===== config.mk =====
export PLATFORM = sky130hd
export DESIGN_NAME = external_memory_bus_port
export DESIGN_NICKNAME = d
export VERILOG_FILES = /design/src/hw/ext_bus_pkg.sv /design/src/hw/external_memory_bus_port.sv
export SDC_FILE = /design/constraint.sdc
export NUM_CORES = 1
export LEC_CHECK = 0
export ABC_AREA = 1
export BUFFER_PORTS_ARGS = -buffer_cell sky130_fd_sc_hd__buf_2
export CORE_MARGIN = 4
export CORE_UTILIZATION = 35
export CTS_CLUSTER_SIZE = 40
export DETAILED_ROUTE_END_ITERATION = 8
export SYNTH_ARGS = -nofsm -noshare
export SYNTH_HDL_FRONTEND = slang
export SYNTH_SLANG_ARGS = --single-unit

===== constraint.sdc =====
create_clock -name clk_i -period 3.6 [get_ports clk_i]
set_input_delay 0.18 -clock clk_i [delete_from_list [all_inputs] [get_ports clk_i]]
set_output_delay 0.18 -clock clk_i [all_outputs]
set_load 0.005 [all_outputs]

===== src/hw/ext_bus_pkg.sv =====
package ext_bus_pkg;

  // one strobe slot lasts this many oscillator periods (one clk_i edge each)
  localparam int unsigned SLOT_CYCLES = 6;
  localparam logic [2:0] PHASE_LAST = 3'(SLOT_CYCLES - 1);
  localparam logic [2:0] PHASE_FIRST = 3'h0;
  // address latch strobe is high on phases 0..ALE_END_PHASE
  localparam logic [2:0] ALE_END_PHASE = 3'h1;
  // low port keeps the address on the lines through ADDR_END_PHASE
  localparam logic [2:0] ADDR_END_PHASE = 3'h2;
  // program store strobe is low from PROGRAM_STORE_STROBE_START_PHASE to the slot end
  localparam logic [2:0] PROGRAM_STORE_STROBE_START_PHASE = 3'h3;
  // data memory read/write strobe window inside the data slot
  localparam logic [2:0] XSTROBE_START_PHASE = 3'h1;
  localparam logic [2:0] XSTROBE_END_PHASE = 3'h4;

  localparam logic [15:0] INTERNAL_ROM_LIMIT = 16'h8000;
  localparam logic [7:0] PORT_LATCH_RESET = 8'hFF;
  localparam logic [15:0] ADDR_RESET = 16'h0000;
  localparam logic [7:0] BYTE_ZERO = 8'h00;
  localparam logic [7:0] DRIVE_ALL = 8'hFF;

  typedef enum logic [1:0] {
    SLOT_FETCH = 2'b00,
    SLOT_XADDR = 2'b01,
    SLOT_XDATA = 2'b10
  } slot_e;

  function automatic logic fetch_is_external(input logic [15:0] pc, input logic sel);
    return (!sel) || (pc >= INTERNAL_ROM_LIMIT);
  endfunction : fetch_is_external

endpackage : ext_bus_pkg


===== src/hw/external_memory_bus_port.sv =====
`timescale 1ns/1ps

module external_memory_bus_port (
  // clock and reset
  input wire logic clk_i,
  input wire logic rst_n_i,
  // fetch side
  input wire logic external_access_select_i,
  input wire logic [15:0] pc_i,
  output logic code_valid_o,
  output logic [7:0] code_byte_o,
  // data memory requests
  input wire logic xmem_req_i,
  input wire logic xmem_wide_i,
  input wire logic xmem_write_i,
  input wire logic [15:0] xmem_addr_i,
  input wire logic [7:0] xmem_wdata_i,
  output logic xmem_busy_o,
  output logic xmem_done_o,
  output logic [7:0] xmem_rdata_o,
  // port latch writes
  input wire logic low_latch_wr_i,
  input wire logic high_latch_wr_i,
  input wire logic [7:0] latch_data_i,
  // strobes
  output logic program_store_strobe_n_o,
  output logic address_latch_strobe_o,
  output logic xdata_read_n_o,
  output logic xdata_write_n_o,
  // low address/data port pins
  input wire logic [7:0] low_address_data_port_i,
  output logic [7:0] low_address_data_port_o,
  output logic [7:0] low_address_data_port_oe_o,
  // high address port pins
  output logic [7:0] high_address_port_o,
  output logic [7:0] high_address_port_oe_o,
  output logic [7:0] high_address_port_pullup_o
);

  logic [2:0] phase_ff;
  ext_bus_pkg::slot_e slot_ff;
  logic ext_ff;
  logic [15:0] addr_ff;
  logic req_pend_ff;
  logic req_wide_ff;
  logic req_write_ff;
  logic [15:0] req_addr_ff;
  logic [7:0] req_wdata_ff;
  logic [7:0] low_latch_ff;
  logic [7:0] high_latch_ff;
  logic boundary;
  logic [2:0] nxt_phase;
  ext_bus_pkg::slot_e nxt_slot;
  logic nxt_ext;
  logic [15:0] nxt_addr;
  logic nxt_ale;
  logic nxt_program_store_strobe_n;
  logic nxt_rd_n;
  logic nxt_wr_n;
  logic [7:0] nxt_lo;
  logic [7:0] nxt_lo_oe;
  logic [7:0] nxt_hi;
  logic [7:0] nxt_hi_oe;
  logic [7:0] nxt_hi_pull;

  assign boundary = (phase_ff == ext_bus_pkg::PHASE_LAST);
  // slot sequencing: fetch slots run back to back; a data access takes an
  // address slot and a data slot, inserted at the next slot boundary
  always_comb begin
    nxt_phase = boundary ? ext_bus_pkg::PHASE_FIRST : 3'(phase_ff + 3'h1);
    nxt_slot = slot_ff;
    nxt_ext = ext_ff;
    nxt_addr = addr_ff;
    if (boundary) begin
      unique case (slot_ff)
        ext_bus_pkg::SLOT_XADDR: nxt_slot = ext_bus_pkg::SLOT_XDATA;
        ext_bus_pkg::SLOT_XDATA: nxt_slot = ext_bus_pkg::SLOT_FETCH;
        ext_bus_pkg::SLOT_FETCH: begin
          nxt_slot = req_pend_ff ? ext_bus_pkg::SLOT_XADDR : ext_bus_pkg::SLOT_FETCH;
        end
        default: nxt_slot = ext_bus_pkg::SLOT_FETCH;
      endcase
      nxt_ext = ext_bus_pkg::fetch_is_external(pc_i, external_access_select_i);
      nxt_addr = (nxt_slot == ext_bus_pkg::SLOT_FETCH) ? pc_i : req_addr_ff;
    end
  end
  // pins decode the next state so they change with the state registers
  always_comb begin
    nxt_ale = (nxt_slot != ext_bus_pkg::SLOT_XDATA) &&
              (nxt_phase <= ext_bus_pkg::ALE_END_PHASE);
    nxt_program_store_strobe_n = !((nxt_slot == ext_bus_pkg::SLOT_FETCH) && nxt_ext &&
                   (nxt_phase >= ext_bus_pkg::PROGRAM_STORE_STROBE_START_PHASE));
    nxt_rd_n = 1'b1;
    nxt_wr_n = 1'b1;
    if ((nxt_slot == ext_bus_pkg::SLOT_XDATA) &&
        (nxt_phase >= ext_bus_pkg::XSTROBE_START_PHASE) &&
        (nxt_phase <= ext_bus_pkg::XSTROBE_END_PHASE)) begin
      nxt_rd_n = req_write_ff;
      nxt_wr_n = !req_write_ff;
    end
    // plain port: open drain, only zeros are driven
    nxt_lo = ext_bus_pkg::BYTE_ZERO;
    nxt_lo_oe = ~low_latch_ff;
    unique case (nxt_slot)
      ext_bus_pkg::SLOT_FETCH: begin
        if (nxt_ext) begin
          // address first, then release so memory can return the code byte
          nxt_lo = nxt_addr[7:0];
          nxt_lo_oe = (nxt_phase <= ext_bus_pkg::ADDR_END_PHASE) ?
                      ext_bus_pkg::DRIVE_ALL : ext_bus_pkg::BYTE_ZERO;
        end
      end
      ext_bus_pkg::SLOT_XADDR: begin
        nxt_lo = nxt_addr[7:0];
        nxt_lo_oe = ext_bus_pkg::DRIVE_ALL;
      end
      ext_bus_pkg::SLOT_XDATA: begin
        nxt_lo = req_wdata_ff;
        nxt_lo_oe = req_write_ff ? ext_bus_pkg::DRIVE_ALL : ext_bus_pkg::BYTE_ZERO;
      end
      default: nxt_lo_oe = ext_bus_pkg::BYTE_ZERO;
    endcase
    if (((nxt_slot == ext_bus_pkg::SLOT_FETCH) && nxt_ext) ||
        ((nxt_slot != ext_bus_pkg::SLOT_FETCH) && req_wide_ff)) begin
      nxt_hi = nxt_addr[15:8];
      nxt_hi_oe = ext_bus_pkg::DRIVE_ALL;
      nxt_hi_pull = ext_bus_pkg::BYTE_ZERO;
    end else begin
      // narrow accesses and plain use both show the latch, quasi-bidirectional
      nxt_hi = high_latch_ff;
      nxt_hi_oe = ~high_latch_ff;
      nxt_hi_pull = high_latch_ff;
    end
  end

  always_ff @(posedge clk_i or negedge rst_n_i) begin
    if (!rst_n_i) begin
      phase_ff <= ext_bus_pkg::PHASE_FIRST;
      slot_ff <= ext_bus_pkg::SLOT_FETCH;
      ext_ff <= 1'b0;
      addr_ff <= ext_bus_pkg::ADDR_RESET;
    end else begin
      phase_ff <= nxt_phase;
      slot_ff <= nxt_slot;
      ext_ff <= nxt_ext;
      addr_ff <= nxt_addr;
    end
  end

  always_ff @(posedge clk_i or negedge rst_n_i) begin
    if (!rst_n_i) begin
      address_latch_strobe_o <= 1'b0;
      program_store_strobe_n_o <= 1'b1;
      xdata_read_n_o <= 1'b1;
      xdata_write_n_o <= 1'b1;
      low_address_data_port_o <= ext_bus_pkg::BYTE_ZERO;
      low_address_data_port_oe_o <= ext_bus_pkg::BYTE_ZERO;
      high_address_port_o <= ext_bus_pkg::PORT_LATCH_RESET;
      high_address_port_oe_o <= ext_bus_pkg::BYTE_ZERO;
      high_address_port_pullup_o <= ext_bus_pkg::PORT_LATCH_RESET;
    end else begin
      address_latch_strobe_o <= nxt_ale;
      program_store_strobe_n_o <= nxt_program_store_strobe_n;
      xdata_read_n_o <= nxt_rd_n;
      xdata_write_n_o <= nxt_wr_n;
      low_address_data_port_o <= nxt_lo;
      low_address_data_port_oe_o <= nxt_lo_oe;
      high_address_port_o <= nxt_hi;
      high_address_port_oe_o <= nxt_hi_oe;
      high_address_port_pullup_o <= nxt_hi_pull;
    end
  end

  // one request is held at a time; busy refuses new ones until done
  always_ff @(posedge clk_i or negedge rst_n_i) begin
    if (!rst_n_i) begin
      req_pend_ff <= 1'b0;
      req_wide_ff <= 1'b0;
      req_write_ff <= 1'b0;
      req_addr_ff <= ext_bus_pkg::ADDR_RESET;
      req_wdata_ff <= ext_bus_pkg::BYTE_ZERO;
    end else if (xmem_req_i && !req_pend_ff) begin
      req_pend_ff <= 1'b1;
      req_wide_ff <= xmem_wide_i;
      req_write_ff <= xmem_write_i;
      req_addr_ff <= xmem_addr_i;
      req_wdata_ff <= xmem_wdata_i;
    end else if (boundary && (slot_ff == ext_bus_pkg::SLOT_XDATA)) begin
      req_pend_ff <= 1'b0;
    end
  end
  assign xmem_busy_o = req_pend_ff;
  always_ff @(posedge clk_i or negedge rst_n_i) begin
    if (!rst_n_i) begin
      low_latch_ff <= ext_bus_pkg::PORT_LATCH_RESET;
      high_latch_ff <= ext_bus_pkg::PORT_LATCH_RESET;
    end else begin
      if (low_latch_wr_i) begin
        low_latch_ff <= latch_data_i;
      end
      if (high_latch_wr_i) begin
        high_latch_ff <= latch_data_i;
      end
    end
  end

  // code byte is taken on the last edge of the strobe-low window, before release
  always_ff @(posedge clk_i or negedge rst_n_i) begin
    if (!rst_n_i) begin
      code_valid_o <= 1'b0;
      code_byte_o <= ext_bus_pkg::BYTE_ZERO;
      xmem_done_o <= 1'b0;
      xmem_rdata_o <= ext_bus_pkg::BYTE_ZERO;
    end else begin
      code_valid_o <= boundary && (slot_ff == ext_bus_pkg::SLOT_FETCH) && ext_ff;
      if (boundary && (slot_ff == ext_bus_pkg::SLOT_FETCH) && ext_ff) begin
        code_byte_o <= low_address_data_port_i;
      end
      xmem_done_o <= boundary && (slot_ff == ext_bus_pkg::SLOT_XDATA);
      if ((slot_ff == ext_bus_pkg::SLOT_XDATA) && !req_write_ff &&
          (phase_ff == ext_bus_pkg::XSTROBE_END_PHASE)) begin
        xmem_rdata_o <= low_address_data_port_i;
      end
    end
  end
endmodule : external_memory_bus_port


==> flow_metrics.tcl, run 1 <==
set metrics [dict create \
    status "finished clean" \
    synth_fp_nets 539 \
    die_w_um 127 \
    synth.avg_cell_area_um2 10.4 \
    synthFlopType "dfrtp_1" \
    ys_seq_area_share_pct 64.9 \
    tightest_slew_ps 1210 \
    grt_pass1_wl_um 20100 \
    die_h_um 127 \
    fin_skew_ps 10.5 \
    design.die.area_mm2 0.0161 \
    grt_max_degree 66 \
    drc 0 \
    clockBufferDepth 2 \
    viasPerCell 4.62 \
    period_minus_slack_ps 2050 \
    io_pins 127 \
    max_cap_violations 0 \
    clk_latency_ps 410 \
    hold_path_class "in -> reg" \
    slew_violations 0 \
    place_congestion 0.816 \
    drive_gt1_share_pct 37.2 \
    track_usage_pct 15.9 \
    crit_arrival_ps 2400 \
    p_leak_nw 3.29 \
    hold_viol 0 \
    drt-met1-wl_um 5150 \
    synth_cell_types 25 \
    holdWs_ps 12.3 \
    ir_drop_v 0.000355 \
    async_reset_ff_share_pct 100 \
    antenna_found_initial 0 \
    crit_type "reg -> reg" \
    vias 3781 \
    ys_top_cells_by_count "116 x nand2_1, 92 x dfrtp_1, 52 x inv_1" \
    ctsResizeCount 0 \
    start_kind "flop" \
    synth_area_leaders "dfrtp_1 46%, dfstp_2 19%, nand2_1 8.8%" \
    dpl-instance-area_mm2 0.00577 \
    met2_length_um 6110 \
    finalCritPeriodShare_pct 57.0 \
    slew-limit-headroom_pct 18.8 \
    fmax_mhz 487 \
    drt_pass1_iterations 5 \
    critical_path.max_fanout 16 \
    core_area_mm2 0.0139 \
    dr.max_layer_used "met4" \
    antenna_cells 0 \
    cts_buffers 17 \
    synth_top_area_share_pct 46.4 \
    endpoint_kind "flop" \
    grt_pass1_vias 3962 \
    overflow 0 \
    wl_um 12100 \
    area_delta_synth_final_pct 31.3 \
    wl_met3_um 670 \
    yosys.area.top_type "dfrtp_1" \
    htreeDepth 4 \
    yosysWarnings 0 \
    clk_pin_slew_ps 50 \
    yosysMostFrequentCell "nand2_1" \
    synth_edf_count 0 \
    syn_inst 475 \
    grt_setup_unrepaired "false" \
    yosys_register_bits 127 \
    start_util_pct 35.7 \
    antenna_left 0 \
    post-dp-hpwl_um 8610 \
    stdcell_area_mm2 0.00652 \
    layout_top_registers "addr_ff (16), req_addr_ff (16)" \
    syn-cell-area_mm2 0.00496 \
    worst_ep_required_time_ps 3950 \
    setup_tns_ps 0 \
    fin_nets 691 \
    power_density_mw_per_mm2 785 \
    cts_tree "built" \
    wl_per_cell_um 14.7 \
    row_count 43 \
    clockRootBuffer "clkbuf_16" \
    drtIter0Drc 283 \
    portBuffers 126 \
    cts.sinks 127 \
    setup_viol 0 \
    fill_cells 1296 \
    total_power_mw 5.11 \
]
## worst paths after layout
kind / start / end / slack, ps / cells past startpoint
max in group asynchronous: rst_n_i / low_latch_ff[1] / 2300 / 3
min: xmem_addr_i[13] / req_addr_ff[13] / 10 / 2
max: slot_ff[0] / high_address_port_o[4] / 1550 / 5
min reg2reg: req_write_ff / xdata_write_n_o / 470 / 1
min in group asynchronous: rst_n_i / low_address_data_port_o[6] / 420 / 2
max reg2reg: slot_ff[0] / high_address_port_o[4] / 1550 / 5
## report_power, final
part	internal [mW]	leakage [nW]	switching, mW
sequential	2.02	1.41	0.217
combinational	0.531	1.61	0.720
clock	1.03	0.265	0.601
total	3.58	3.29	1.54
## worst max-delay path: stages (launching register included)
cell and delay (ps):
dfrtp_1 430, o21ai_1 960, nand2_1 100, a21oi_1 310
nand2_1 120, nand2_1 80
## cells by family (layout without fill, tap and decap cells)
kind of cell,count (synthesis),count (layout),synth area share (%)
AND/OR/NAND/NOR,187,187,16.6
flip-flops,127,127,64.9
AO/OA/AOI/OAI,65,65,6.81
buffers and inverters,71,235,6.03
multiplexers,25,25,5.67
## placed cells by master (no fill, tap or decap), drive strengths merged
cell type    Yosys  layout
clkinv           0       3
mux2            25      25
o211ai           1       1
nand3           37      37
dfstp           35      35
o21a             1       1
clkinvlp         0       4
dlygate4sd3      0      18
a21oi           27      27
nor3             1       1
nand2          124     124
clkbuf           4      21
dfrtp           92      92
o21ai           36      36
buf             10     129
nor2            25      25
bufinv           0       2
inv             57      58
## through the flow
stage	worst slack, ps	instances	utilization (%)
2_1_floorplan	2220	475	-
3_3_place_gp	1640	770	41.6
3_5_place_dp	1540	770	41.6
4_1_cts	1510	818	46.9
5_1_grt	1310	819	47.0
6_report	1550	819	47.0
## what timing repair did
action / in CTS / in global routing
hold endpoints to repair: 77 / 1
hold buffers: 17 / 1
setup buffers: 0 / 0
## cell type report
type                    instances  area [um^2]  area share [%]
well taps                     180          225            3.46
clock inverters                10          114            1.75
clock buffers                  21          450            6.91
repair buffers                147          848            13.0
multi-input cells             277         1440            22.1
inverters                      57          216            3.32
flip-flops and latches        127         3220            49.4
## routing by layer
| layer | track usage (%) | vias to the layer above |
|---|---|---|
| met5 | 0 | - |
| met4 | 5.93 | 0 |
| met3 | 4.43 | 11 |
| met2 | 25.7 | 105 |
| met1 | 20.4 | 1850 |
| li1 | - | 1815 |
Power figures use the tool's default switching activity.
==> run 2: changes to the inputs <==
- clock period: 3.6 -> 2.01 ns (I/O delays scaled with it)
==> flow_metrics.tcl, run 2 (synthesized netlist as in run 1, its figures left out) <==
set metrics [dict create \
    antenna_left 0 \
    area_delta_synth_final_pct 40.1 \
    drtIter0Drc 223 \
    hold_depth 3 \
    crit_type "reg -> reg" \
    regToRegSetupSlack_ps 270 \
    stdcell_area_mm2 0.00695 \
    grt_pass1_vias 4221 \
    total_power_mw 9.36 \
    p_seq_share_pct 42.8 \
    start_util_pct 35.7 \
    tightest_slew_ps 695 \
    core_area_mm2 0.0139 \
    hold_path_class "in -> reg" \
    clkPwrFrac_pct 32.4 \
    fin_util_pct 50.1 \
    crit_family "simple AND/OR/NAND/NOR gates" \
    die_h_um 127 \
    holdPathEnd "low_latch_ff[4]" \
    clockRootBuffer "clkbuf_16" \
    intPower_mw 6.50 \
    multi_input_area_mm2 0.00144 \
    drc 0 \
    dpl-instance-area_mm2 0.00580 \
    switchingPower_mw 2.86 \
    crit_arrival_ps 2090 \
    row_count 43 \
    antenna_found_initial 0 \
    wl_um 12500 \
    fmax_mhz 575 \
    portBuffers 126 \
    r2r_cells 10 \
    cts_buffers 17 \
    slew_violations 0 \
    critical_path.max_fanout 14 \
    drt_pass1_iterations 4 \
    ff_latch_area_mm2 0.00322 \
    cts.sinks 127 \
    reg2reg_to "high_address_port_o[4]" \
    overflow 0 \
    viasPerCell 4.52 \
    status "finished clean" \
    fin_cells 861 \
    hold_viol 0 \
    htreeDepth 4 \
    design.die.area_mm2 0.0161 \
    setup_tns_ps 0 \
    worst_ep_required_time_ps 2360 \
    ir_drop_v 0.000619 \
    cts_setup_buffers 0 \
    grt_pass1_wl_um 20500 \
    endpoint_kind "flop" \
    grt_max_degree 128 \
    clk_latency_ps 410 \
    vias 3895 \
    antenna_cells 0 \
    slew-limit-headroom_pct 53.6 \
    crit_buf_inv 1 \
    power_density_mw_per_mm2 1350 \
    crit_path_max_incr_delay_ps 430 \
    layout_top_registers "addr_ff (16), req_addr_ff (16)" \
    slowest_stage "dfrtp_1" \
    swShare_pct 30.6 \
    p_comb_share_pct 24.8 \
    dpl.cell_count 774 \
    finalCritPeriodShare_pct 86.5 \
    max_cap_violations 0 \
    wl_per_cell_um 14.5 \
    place_congestion 0.832 \
    period_minus_slack_ps 1740 \
    io_pins 127 \
    fill_cells 1282 \
    drive_gt1_share_pct 36.0 \
    start_kind "flop" \
    fin_skew_ps 6.69 \
    track_usage_pct 16.3 \
    die_w_um 127 \
    hp-start "low_latch_wr_i" \
    fin_nets 732 \
    post-dp-hpwl_um 8500 \
    ctsResizeCount 0 \
    path_cells "nand2_2, nor2_4, nand2_1, nand2_4, nand2_4, inv_4, nand2_4, nand2_4, nand2_1, nand2_1" \
    grt_setup_unrepaired "false" \
    final_common_cell "buf_2" \
    setup_viol 0 \
    clk_pin_slew_ps 60 \
    p_leak_nw 3.49 \
    worst_path_most_repeated_cell "nand2_4" \
    final_cell_mix "125 x buf_2, 116 x nand2_1, 92 x dfrtp_1" \
    r2r_start "phase_ff[2]" \
    clockBufferDepth 2 \
    cts_tree "built" \
]
==> run 2: timing repair <==
action | 4_1_cts | 5_1_grt
setup endpoints to repair | 0 | 0
endpoints found under the hold margin | 157 | 0
hold buffers | 55 | 0
==> run 2: worst max path at each step <==
stage | cells after the start | from | to
after global placement | 6 | phase_ff[2] | code_byte_o[3]
final | 10 | phase_ff[2] | high_address_port_o[4]
after detailed placement | 10 | phase_ff[0] | high_address_port_o[4]
after floorplan | 7 | xmem_busy_o | low_address_data_port_o[6]
after CTS | 10 | phase_ff[2] | high_address_port_o[4]
after global routing | 5 | phase_ff[2] | code_byte_o[7]
==> run 2: worst reg2reg max path, cell delays in order (launching register included) <==
cell     delay (ps)
dfrtp_1         430
nand2_2         120
nor2_4          280
nand2_1         160
nand2_4         120
nand2_4          80
inv_4           130
nand2_4         110
nand2_4         120
nand2_1          80
nand2_1          80
==> run 2: metrics by stage <==
| stage | hold WS (ps) | setup WS [ps] |
|---|---|---|
| after floorplan | -195 | 631 |
| after global placement | 260 | 364 |
| after detailed placement | 263 | 286 |
| after CTS | 0.962 | 271 |
| after global routing | 23.4 | 77.9 |
| final | 18.5 | 271 |
==> run 2: power by group through the flow <==
stage | Sequential [mW] | Clock (mW) | Combinational (mW)
finish | 4.01 | 3.04 | 2.32
global route | 4.11 | 3.25 | 2.62
CTS | 4.01 | 3.13 | 2.35
detailed placement | 4.03 | 0 | 2.26
global placement | 4.02 | 0 | 2.20
floorplan | 3.98 | 0 | 1.26
==> run 2: layout make-up <==
type	count	area share, %
Timing Repair Buffer	188	18.0
Multi-Input combinational cell	277	20.7
Clock inverter	12	1.73
Inverter	57	3.11
Clock buffer	20	6.89
Sequential cell	127	46.3
Tap cell	180	3.24
==> run 2: layer usage <==
layer	wire length [um]	global-route usage (%)	vias up
met1	5340	20.0	1865
met4	315	7.32	0
met5	0	0	-
met3	604	4.47	25
li1	-	-	1894
met2	6190	27.0	111
